--- config.mk ---
export PLATFORM = sky130hd
export DESIGN_NAME = system_options_and_periodic_wakeup
export DESIGN_NICKNAME = d
export VERILOG_FILES = /design/src/logic/sysopt_pkg.sv /design/src/logic/system_options_and_periodic_wakeup.sv
export VERILOG_INCLUDE_DIRS = /design/src /design/src/logic
export SDC_FILE = /design/constraint.sdc
export NUM_CORES = 1
export LEC_CHECK = 0
export BUFFER_PORTS_ARGS = -buffer_cell sky130_fd_sc_hd__buf_4
export CAP_MARGIN = 15
export CORE_UTILIZATION = 61
export CTS_CLUSTER_DIAMETER = 40
export DETAILED_ROUTE_END_ITERATION = 8
export GPL_TIMING_DRIVEN = 1
export PLACE_DENSITY = 0.82
export SLEW_MARGIN = 40
export SYNTH_ARGS = -nofsm -noshare
export SYNTH_HDL_FRONTEND = slang
export SYNTH_SLANG_ARGS = --single-unit
--- constraint.sdc ---
create_clock -name i_clock -period 10.48 [get_ports i_clock]
set_input_delay 0.524 -clock i_clock [delete_from_list [all_inputs] [get_ports i_clock]]
set_output_delay 0.524 -clock i_clock [all_outputs]
set_load 0.01 [all_outputs]
--- src/logic/sysopt_params.svh ---
// Constants for the system options and periodic wakeup block
//
// Overview of operation
// - Options-two bit 7 picks watchdog clock: 0 internal 1 kHz, 1 bus clock.
// - Only the first write to the watchdog clock select after reset takes effect.
// - Options-two bit 1 moves two-wire pins: 0 port A 2/3, 1 port B 6/7.
// - Options-two bit 0 set routes comparator output to timer capture channel 0.
// - Upper four bits of part id high are reserved; writes ignored, read zero.
// - Fixed 12-bit part id: bits 11:8 in high reg 3:0, 7:0 in low reg.
// - Wakeup register bit 7 is a read-only flag set on each timer timeout.
// - Writing one to wakeup bit 6 clears the flag; bit 6 always reads zero.
// - Wakeup bit 5 picks timer clock: 0 internal 1 kHz, 1 external clock.
// - Wakeup bit 4 enables flag interrupt requests; when clear, a timeout still requests via status bit 0 if mask bit 0 is set.
// - Wakeup bits 2:0 pick the period; code zero stops the timer.
// - Internal source codes 1..7 give 8,32,64,128,256,512,1024 ms on 1 ms ticks.
// - External source codes 1..7 give 256 up to 32768 external clock periods.
// - First timeout after setup may be up to one 1 kHz period short.
// - Watchdog period comes from clock select plus long timeout select together.
`ifndef SYSOPT_PARAMS_SVH
`define SYSOPT_PARAMS_SVH
`define ADDR_OPTIONS_TWO 4'h0
`define ADDR_PART_ID_HIGH 4'h4
`define ADDR_PART_ID_LOW 4'h8
`define ADDR_WAKEUP 4'hc
`define ADDR_IRQ_STATUS 4'h1
`define ADDR_IRQ_MASK 4'h2
`define BIT_WDOG_CLK 7
`define BIT_PIN_SEL 1
`define BIT_CMP_CAP 0
`define BIT_WK_FLAG 7
`define BIT_WK_CLEAR 6
`define BIT_WK_CLKSEL 5
`define BIT_WK_IE 4
`define OPTIONS_TWO_RESET 8'h00
`define WAKEUP_RESET 8'h00
`define OPTIONS_TWO_WMASK 8'h83
`define WAKEUP_WMASK 8'h37
`define PERIOD_OFF 3'h0
`define TICK_TIME_NS 1000000
`define CLOCK_PERIOD_NS 20
`define TICK_CYCLES (`TICK_TIME_NS / `CLOCK_PERIOD_NS)
`endif

--- src/logic/sysopt_pkg.sv ---
// Types for the system options and periodic wakeup block
package sysopt_pkg;
	typedef logic [7:0] byte_t;
	typedef logic [3:0] addr_t;
	typedef logic [2:0] period_t;
endpackage

--- src/logic/system_options_and_periodic_wakeup.sv ---
// System options, part id and periodic wakeup timer register block
//
// The register offsets and the strobed register port are this design's own decisions.
`timescale 1ns/1ps
`include "sysopt_params.svh"
module system_options_and_periodic_wakeup #(
	parameter int TICK_CYCLES = `TICK_CYCLES,
	// Arbitrary neutral value, not a real part code
	parameter logic [11:0] PART_NUMBER = 12'h5a3
) (
	// Clock and reset
	input wire logic i_clock,
	input wire logic i_nrst,
	// Register port
	input wire sysopt_pkg::addr_t i_addr,
	input wire sysopt_pkg::byte_t i_wdata,
	input wire logic i_write,
	input wire logic i_read,
	output sysopt_pkg::byte_t o_rdata,
	// Clocks and long timeout select from outside
	input wire logic i_ext_clock,
	input wire logic i_watchdog_long_timeout_select,
	// Watchdog configuration
	output logic o_watchdog_clock_select,
	output logic o_watchdog_long_timeout,
	// Pin routing
	output logic o_two_wire_on_port_b,
	output logic o_two_wire_on_port_a,
	output logic o_comparator_to_capture_enable,
	// Wakeup
	output logic o_wakeup_timeout_pulse,
	output logic o_irq
);
	import sysopt_pkg::*;

	byte_t opt_ff, nxt_opt;
	logic wlock_ff, nxt_wlock;
	byte_t wk_ff, nxt_wk;
	logic flag_ff, nxt_flag;
	logic [1:0] ist_ff, nxt_ist;
	logic [1:0] imask_ff, nxt_imask;
	byte_t rdata_ff, nxt_rdata;
	logic [17:0] tick_cnt_ff, nxt_tick_cnt;
	logic [15:0] per_cnt_ff, nxt_per_cnt;
	logic [1:0] ext_sync_ff;
	logic ext_prev_ff;
	logic pulse_ff, nxt_pulse;
	logic irq_ff, nxt_irq;
	logic [3:0] outs_ff, nxt_outs;
	// Port A select kept in its own flop so the output needs no inverter
	logic porta_ff, nxt_porta;
	logic [15:0] limit;
	logic advance;
	logic timeout;
	logic wr_opt, wr_wk;

	always_ff @(posedge i_clock or negedge i_nrst) begin
		if (!i_nrst) begin
			ext_sync_ff <= 2'h0;
			ext_prev_ff <= 1'b0;
		end else begin
			ext_sync_ff <= {ext_sync_ff[0], i_ext_clock};
			ext_prev_ff <= ext_sync_ff[1];
		end
	end

	assign wr_opt = i_write && (i_addr == `ADDR_OPTIONS_TWO);
	assign wr_wk = i_write && (i_addr == `ADDR_WAKEUP);

	// Period end count in units of the selected clock
	always_comb begin
		limit = 16'h0000;
		if (wk_ff[`BIT_WK_CLKSEL]) begin
			unique case (wk_ff[2:0])
				3'h1: limit = 16'h0100;
				3'h2: limit = 16'h0400;
				3'h3: limit = 16'h0800;
				3'h4: limit = 16'h1000;
				3'h5: limit = 16'h2000;
				3'h6: limit = 16'h4000;
				3'h7: limit = 16'h8000;
				default: limit = 16'h0000;
			endcase
		end else begin
			unique case (wk_ff[2:0])
				3'h1: limit = 16'h0008;
				3'h2: limit = 16'h0020;
				3'h3: limit = 16'h0040;
				3'h4: limit = 16'h0080;
				3'h5: limit = 16'h0100;
				3'h6: limit = 16'h0200;
				3'h7: limit = 16'h0400;
				default: limit = 16'h0000;
			endcase
		end
	end

	// Tick prescaler free runs, so the first period may be short by one tick
	always_comb begin
		nxt_tick_cnt = tick_cnt_ff + 18'h00001;
		if (tick_cnt_ff == 18'(TICK_CYCLES - 1)) begin
			nxt_tick_cnt = 18'h00000;
		end
		if (wk_ff[`BIT_WK_CLKSEL]) begin
			advance = ext_sync_ff[1] && !ext_prev_ff;
		end else begin
			advance = (tick_cnt_ff == 18'(TICK_CYCLES - 1));
		end
		timeout = 1'b0;
		nxt_per_cnt = per_cnt_ff;
		if (wk_ff[2:0] == `PERIOD_OFF) begin
			nxt_per_cnt = 16'h0000;
		end else if (wr_wk) begin
			nxt_per_cnt = 16'h0000;
		end else if (advance) begin
			if (per_cnt_ff >= limit - 16'h0001) begin
				nxt_per_cnt = 16'h0000;
				timeout = 1'b1;
			end else begin
				nxt_per_cnt = per_cnt_ff + 16'h0001;
			end
		end
		nxt_pulse = timeout;
	end

	// Register writes, flags and interrupt
	always_comb begin
		nxt_opt = opt_ff;
		nxt_wlock = wlock_ff;
		nxt_wk = wk_ff;
		nxt_flag = flag_ff;
		nxt_ist = ist_ff;
		nxt_imask = imask_ff;
		if (wr_opt) begin
			nxt_opt = (opt_ff & ~`OPTIONS_TWO_WMASK) | (i_wdata & `OPTIONS_TWO_WMASK);
			if (wlock_ff) begin
				nxt_opt[`BIT_WDOG_CLK] = opt_ff[`BIT_WDOG_CLK];
			end
			nxt_wlock = 1'b1;
		end
		if (wr_wk) begin
			nxt_wk = i_wdata & `WAKEUP_WMASK;
			if (i_wdata[`BIT_WK_CLEAR]) begin
				nxt_flag = 1'b0;
			end
		end
		if (i_write && (i_addr == `ADDR_IRQ_STATUS)) begin
			nxt_ist = ist_ff & ~i_wdata[1:0];
		end
		if (i_write && (i_addr == `ADDR_IRQ_MASK)) begin
			nxt_imask = i_wdata[1:0];
		end
		// Set beats clear in the same cycle
		if (timeout) begin
			nxt_flag = 1'b1;
			nxt_ist[0] = 1'b1;
		end
		if (wr_opt && wlock_ff && (i_wdata[`BIT_WDOG_CLK] != opt_ff[`BIT_WDOG_CLK])) begin
			nxt_ist[1] = 1'b1;
		end
		nxt_irq = (nxt_flag && nxt_wk[`BIT_WK_IE]) || |(nxt_ist & nxt_imask);
		nxt_outs = {nxt_opt[`BIT_WDOG_CLK], nxt_opt[`BIT_PIN_SEL], nxt_opt[`BIT_CMP_CAP],
			i_watchdog_long_timeout_select};
		nxt_porta = ~nxt_opt[`BIT_PIN_SEL];
	end

	// Read data, valid only the cycle after the strobe
	always_comb begin
		nxt_rdata = 8'h00;
		if (i_read) begin
			unique case (i_addr)
				`ADDR_OPTIONS_TWO: nxt_rdata = opt_ff & `OPTIONS_TWO_WMASK;
				`ADDR_PART_ID_HIGH: nxt_rdata = {4'h0, PART_NUMBER[11:8]};
				`ADDR_PART_ID_LOW: nxt_rdata = PART_NUMBER[7:0];
				`ADDR_WAKEUP: nxt_rdata = {flag_ff, 1'b0, wk_ff[5:0]};
				`ADDR_IRQ_STATUS: nxt_rdata = {6'h00, ist_ff};
				`ADDR_IRQ_MASK: nxt_rdata = {6'h00, imask_ff};
				default: nxt_rdata = 8'h00;
			endcase
		end
	end

	always_ff @(posedge i_clock or negedge i_nrst) begin
		if (!i_nrst) begin
			opt_ff <= `OPTIONS_TWO_RESET;
			wlock_ff <= 1'b0;
			wk_ff <= `WAKEUP_RESET;
			flag_ff <= 1'b0;
			ist_ff <= 2'h0;
			imask_ff <= 2'h0;
			rdata_ff <= 8'h00;
			tick_cnt_ff <= 18'h00000;
			per_cnt_ff <= 16'h0000;
			pulse_ff <= 1'b0;
			irq_ff <= 1'b0;
			outs_ff <= 4'h0;
			porta_ff <= 1'b1;
		end else begin
			opt_ff <= nxt_opt;
			wlock_ff <= nxt_wlock;
			wk_ff <= nxt_wk;
			flag_ff <= nxt_flag;
			ist_ff <= nxt_ist;
			imask_ff <= nxt_imask;
			rdata_ff <= nxt_rdata;
			tick_cnt_ff <= nxt_tick_cnt;
			per_cnt_ff <= nxt_per_cnt;
			pulse_ff <= nxt_pulse;
			irq_ff <= nxt_irq;
			outs_ff <= nxt_outs;
			porta_ff <= nxt_porta;
		end
	end

	assign o_rdata = rdata_ff;
	assign o_watchdog_clock_select = outs_ff[3];
	assign o_two_wire_on_port_b = outs_ff[2];
	assign o_two_wire_on_port_a = porta_ff;
	assign o_comparator_to_capture_enable = outs_ff[1];
	assign o_watchdog_long_timeout = outs_ff[0];
	assign o_wakeup_timeout_pulse = pulse_ff;
	assign o_irq = irq_ff;
endmodule

## Word level (Yosys, flattened, before mapping)

Cells that the tools add are included.
Widths: inputs -> output; s select.

| storage, ports and cells | value |
|---|---|
| flip-flop bits (word level) | 71 |
| input bits | 18 |
| logic and storage cells | 79 |

| operators by class | value |
|---|---|
| add/sub/neg operators | 3 |
| order comparisons | 1 |
| eq/ne operators | 14 |
| multiplexer cells | 25 |
| bitwise operators | 5 |
| reductions and logical operators | 14 |

Operators by type and width:

| operator | number |
|---|---|
| $pmux 16 s7 | 1 |
| $mux 16 | 5 |
| $pmux 11 s7 | 1 |
| $pmux 8 s6 | 1 |
| $add 18x1->18 const B | 1 |
| $eq 18x16->1 const B | 1 |
| $mux 18 | 1 |
| $add 16x1->16 const B | 1 |
| $ge 16x16->1 | 1 |
| $mux 8 | 2 |
| $sub 16x1->16 const B | 1 |
| $eq 3x3->1 const B | 4 |
| $mux 1 | 11 |
| $eq 4x4->1 const B | 2 |
| $logic_and 1x1->1 | 8 |
| $or 7x8->8 | 1 |
| $eq 3x2->1 const B | 2 |
| $mux 5 | 1 |
| $and 2x2->2 | 2 |
| $eq 4x1->1 const B | 1 |
| $eq 4x2->1 const B | 1 |
| $eq 4x3->1 const B | 1 |
| $logic_not 4->1 | 1 |
| $mux 2 | 2 |
| 9 further kinds | 9 |

## Depth between registers and ports, before layout

| logic depth | value |
|---|---|
| depth in word-level cells | 13 |
| mapped depth | 17 |

## Worst setup path after synthesis

OpenSTA, ideal clock, no wires.

| path | value |
|---|---|
| path kind | flip-flop to flip-flop |
| from | register wk_ff[5] |
| to | register irq_ff (netlist: o_irq) |
| data arrival time | 3165 ps |
| data required time | 10354 ps |
| setup slack | 7189 ps |
| cell stages (with the launch flop) | 17 |
| buffers on the path | 2 |
| clock period less this slack | 3291 ps |
| path through | dfrtp_1 > clkbuf_1 > nor2_1 > nand3b_1 > ha_1 > clkbuf_1 > nor3_1 > a21oi_1 > nor3_1 > a211oi_1 > ha_1 > a41o_1 > a21oi_1 > o211ai_1 > nor2_1 > o21ai_0 > a221o_1 |

| between the ends | value |
|---|---|
| longest elaborated chain between the ends | 11 |
| elaborated cells on any way between the ends | 14 |

Ends and longest elaborated chain:

| what | line | text |
|---|---|---|
| start: declaration | system_options_and_periodic_wakeup.sv:38 | `byte_t wk_ff, nxt_wk;` |
| start signal: assignment | system_options_and_periodic_wakeup.sv:187 | `` wk_ff <= `WAKEUP_RESET; `` |
| start signal: assignment | system_options_and_periodic_wakeup.sv:201 | `wk_ff <= nxt_wk;` |
| $mux 16 | system_options_and_periodic_wakeup.sv:73 | `` if (wk_ff[`BIT_WK_CLKSEL]) begin `` |
| $sub 16x1->16 | system_options_and_periodic_wakeup.sv:116 | `if (per_cnt_ff >= limit - 16'h0001) begin` |
| $ge 16x16->1 | system_options_and_periodic_wakeup.sv:116 |  |
| $mux 1 | system_options_and_periodic_wakeup.sv:116 |  |
| $mux 1 (*) | system_options_and_periodic_wakeup.sv:115 | `end else if (advance) begin` |
| $mux 1 (*) | system_options_and_periodic_wakeup.sv:113 | `end else if (wr_wk) begin` |
| $mux 1 (*) | system_options_and_periodic_wakeup.sv:111 | `` if (wk_ff[2:0] == `PERIOD_OFF) begin `` |
| $mux 1 (*) | system_options_and_periodic_wakeup.sv:154 | `if (timeout) begin` |
| named net nxt_ist[0] | system_options_and_periodic_wakeup.sv:40 | `logic [1:0] ist_ff, nxt_ist;` |
| $and 2x2->2 (*) | system_options_and_periodic_wakeup.sv:161 | `` nxt_irq = (nxt_flag && nxt_wk[`BIT_WK_IE]) \|\| \|(nxt_ist & nxt_imask); `` |
| $reduce_or 2->1 (*) | system_options_and_periodic_wakeup.sv:161 |  |
| $logic_or 1x1->1 (*) | system_options_and_periodic_wakeup.sv:161 |  |
| named net nxt_irq | system_options_and_periodic_wakeup.sv:48 | `logic irq_ff, nxt_irq;` |
| end signal: assignment | system_options_and_periodic_wakeup.sv:209 | `irq_ff <= nxt_irq;` |
| end: declaration | system_options_and_periodic_wakeup.sv:48 |  |

Mark *: on every way through the listed nets, which the timed path passes. The rest lies on a longest branch.
A chain may end at the register's enable or synchronous reset.

## Worst setup path in the final report

| path | value |
|---|---|
| from | register wk_ff[1] |
| to | register irq_ff (netlist: o_irq) |

| between the ends | value |
|---|---|
| longest elaborated chain between the ends | 13 |
| elaborated cells on any way between the ends | 23 |

Ends and longest elaborated chain:

| what | line |
|---|---|
| $eq 3x3->1 (tied with other cells) | system_options_and_periodic_wakeup.sv:74, system_options_and_periodic_wakeup.sv:85 |
| $pmux 11 s7 or $pmux 16 s7 (tied branches) | system_options_and_periodic_wakeup.sv:85, system_options_and_periodic_wakeup.sv:74 |
| $mux 16 | system_options_and_periodic_wakeup.sv:73 |
| $sub 16x1->16 | system_options_and_periodic_wakeup.sv:116 |
| $ge 16x16->1 | system_options_and_periodic_wakeup.sv:116 |
| $mux 1 | system_options_and_periodic_wakeup.sv:116 |
| $mux 1 | system_options_and_periodic_wakeup.sv:115 |
| $mux 1 | system_options_and_periodic_wakeup.sv:113 |
| $mux 1 (*) | system_options_and_periodic_wakeup.sv:111 |
| $mux 1 (*) | system_options_and_periodic_wakeup.sv:154 |
| named net nxt_ist[0] | system_options_and_periodic_wakeup.sv:40 |
| $and 2x2->2 (*) | system_options_and_periodic_wakeup.sv:161 |
| $reduce_or 2->1 (*) | system_options_and_periodic_wakeup.sv:161 |
| $logic_or 1x1->1 (*) | system_options_and_periodic_wakeup.sv:161 |
| named net nxt_irq | system_options_and_periodic_wakeup.sv:48 |

Marked as above.

==> results.toml <==
[sta]
setup_viol = 0
layout_setup_ws_ps = 6570
hold_violations = 0
slew_violations = 0
finalSetupTns_ps = 0
tightest_slew_ps = 836
rsz0062_at_grt = "no"
timing.final.crit_share_pct = 37.3
whs_ps = 132
skew_ps = 10.3
period_needed_ps = 3910
fmax_mhz = 256
slew_headroom_pct = 43.8

[final_layout]
drive_gt1_share_pct = 15.9
diodes = 0
nNetsFinal = 406
area_growth_pct = 13.1
fin_cells = 447
nFillCells = 392

[detailed_routing]
detail-route-antenna-nets = 0
wl_per_cell_um = 15.1
wl_mm = 6.76
drc = 0
vias_per_cell = 5.86
num_vias = 2619
drtIter0Drc = 183
first_pass_iters = 5

[synth]
synth_area_leaders = "dfrtp_1 45%, ha_1 6.0%, xnor2_1 5.7%"
synthCells = 346
ys_seq_area_share_pct = 45.5
synth_ff_type = "dfrtp_1"
ys_ff_latch = 61
synth-xor-area-share_pct = 7.57
synth_edf_count = 0
synthMuxAreaShare_pct = 2.98
synth_top_family_by_area = "simple AND/OR/NAND/NOR gates"
synth.avg_cell_area_um2 = 9.70
synth_area_um2 = 3360
synth-simple-area-share_pct = 20.0
synth_fa_ha_area_share_pct = 5.97
netlist.area_leader.share_pct = 44.7
synth-compound-area-share_pct = 14.1
synthDistinctLibCells = 48
async_flop_share_pct = 100
yosys_warnings = 0
synth_top_area_cell = "dfrtp_1"

[clocking]
htree_levels = 3
cts_hold_buf = 0
cts_setup_buffers = 0
ctsResizeCount = 0
cts.sinks = 61
cts_buffer_depth = 2
clock_latency_ps = 350
cts_tree = "done"
cts_made_buffers = 9
path_clk_slew_ps = 70
ctsRootBufferMaster = "clkbuf_8"

[die]
num_rows = 26
coreArea_um2 = 5200
io_pins = 33
die_w_um = 76.2
die-area_um2 = 5800
chipHeight_um = 76.2
floorplan.initialDensity_pct = 64.5

[worst_setup_path]
cp-start-kind = "flip-flop"
cp-end-kind = "flip-flop"
slowest_stage = "dfrtp_1"
path_class = "reg2reg"
cp_cell_sequence = "inv_1 -> nor2_1 -> nand2_1 -> ha_1 -> nor3_1 -> a21oi_1 -> nor3_1 -> a211oi_1 -> ha_1 -> a41o_1 -> a21oi_1 -> o211ai_1 -> nor2_1 -> o21ai_0 -> a221o_1"
critPathArrivalTime_ps = 4140
r2r.worst_path.cells = 15
cp_max_fo = 12
critPathRequiredTime_ps = 10710
slowest_delay_ps = 570

[placement]
io_buffers = 29
dp_cells = 431
dp_hpwl_mm = 4.61
gp_congestion = 0.810
dp_slack_ps = 6620

[global_route]
globalRoute.totalOverflow = 0
grt_first_pass_wirelength_mm = 11.7
grt_max_degree = 62
grt_usage_pct = 25.8
grt_antenna_before_repair = 0
grt_pass1_vias = 2526

[power]
p_per_area_nw_per_um2 = 157
p_leak_uw = 0.00173
peakVddDrop_mv = 0.109

[min_path]
hp-class = "in2async"

[job]
maxCapViolCount = 0

[status]
status = "finished, final reports clean"
worst max-delay path, delay by kind of cell, from the launching register on:
family          cells  cell delay (ps)
compound gates      7             1290
simple gates        5             1140
fa+ha+maj           2              630
flops               1              570
buf+inv             1              140
cells in the mapped netlist, types with 2 or more instances:
cell type,n
dfrtp_1,60
nor2_1,41
nand2_1,30
xnor2_1,22
nand3_1,20
o21ai_0,20
a21oi_1,17
ha_1,16
inv_1,13
nand4_1,10
mux2_2,8
clkbuf_1,7
nor3_1,7
xor2_1,7
and3_1,6
a211oi_1,5
buf_2,5
nand3b_1,5
and2_1,4
nor4_1,4
a2111oi_4,3
a21o_1,2
a31oi_1,2
a41oi_1,2
buf_4,2
nor2b_1,2
o211a_1,2
o211ai_1,2
o311ai_0,2
o31ai_1,2
area by class of cell:
cell class | instances | area (µm²) | area share [%]
tap | 70 | 87.6 | 2.31
multi-input combinational | 258 | 1710 | 45.0
clock inverter | 4 | 47.5 | 1.25
timing repair buffer | 29 | 221 | 5.84
sequential | 61 | 1530 | 40.3
clock buffer | 12 | 155 | 4.09
inverter | 13 | 48.8 | 1.29
report_power, final:
group	internal, µW	total, µW	switching [µW]
sequential	249	271	22.0
clock	122	211	89.4
combinational	44.5	112	67.2
total	416	594	179
registers in the layout (all words and copies together) (netlist names), 2 cells and up:
register     flops
tick_cnt_ff     18
wk_ff            5
imask_ff         2
outs_ff          3
ext_sync_ff      2
ist_ff           2
o_rdata          6
per_cnt_ff      16
routing by layer:
layer	GRT usage, %	up-vias	share of wire, %
met3	8.14	14	5.5
met5	0	-	0
met4	10.8	0	1.5
met1	33.5	1250	46
li1	-	1282	-
met2	40.1	73	47
worst paths after layout:
kind	startpoint	end	slack (ps)
max	wk_ff[1]$_DFFE_PN0P_	o_irq$_DFF_PN0_	6570
max in group asynchronous	i_nrst	per_cnt_ff[3]$_DFFE_PN0P_	9950
min in group i_clock	i_watchdog_long_timeout_select	outs_ff[0]$_DFF_PN0_	290
min	i_nrst	per_cnt_ff[11]$_DFFE_PN0P_	130
min reg2reg	ext_sync_ff[0]$_DFF_PN0_	ext_sync_ff[1]$_DFF_PN0_	360
max reg2reg	wk_ff[1]$_DFFE_PN0P_	o_irq$_DFF_PN0_	6570
per-stage QoR:
step,power (µW),utilization (%),area [µm²]
after floorplan,349,-,3360
after global placement,378,68.9,3590
after detailed placement,384,68.9,3590
after CTS,597,72.8,3790
after global routing,624,72.9,3790
final,594,72.9,3790
cells by family (layout without fill, tap and decap cells):
family                   Yosys count  count (layout)
AO/OA/AOI/OAI                     65              65
XOR/XNOR                          29              29
adder cells (fa/ha/maj)           16              16
buffers and inverters             28              58
flip-flops                        61              61
multiplexers                       9               9
other                              1               2
AND/OR/NAND/NOR                  137             137
placed cells by master (no fill, tap or decap), types with 3 or more instances in the layout:
cell       instances
nand3b_1           5
ha_1              16
a211oi_1           5
a2111oi_4          3
nor2_1            41
o21ai_0           19
clkbuf_8          11
and3_1             6
nand4_1           10
and2_1             4
dfrtp_1           60
inv_1             13
nand3_1           20
nor4_1             4
a21oi_1           17
xnor2_1           22
mux2_2             8
nand2_1           30
nor3_1             7
buf_4             28
xor2_1             7
Power figures use the tool's default switching activity.
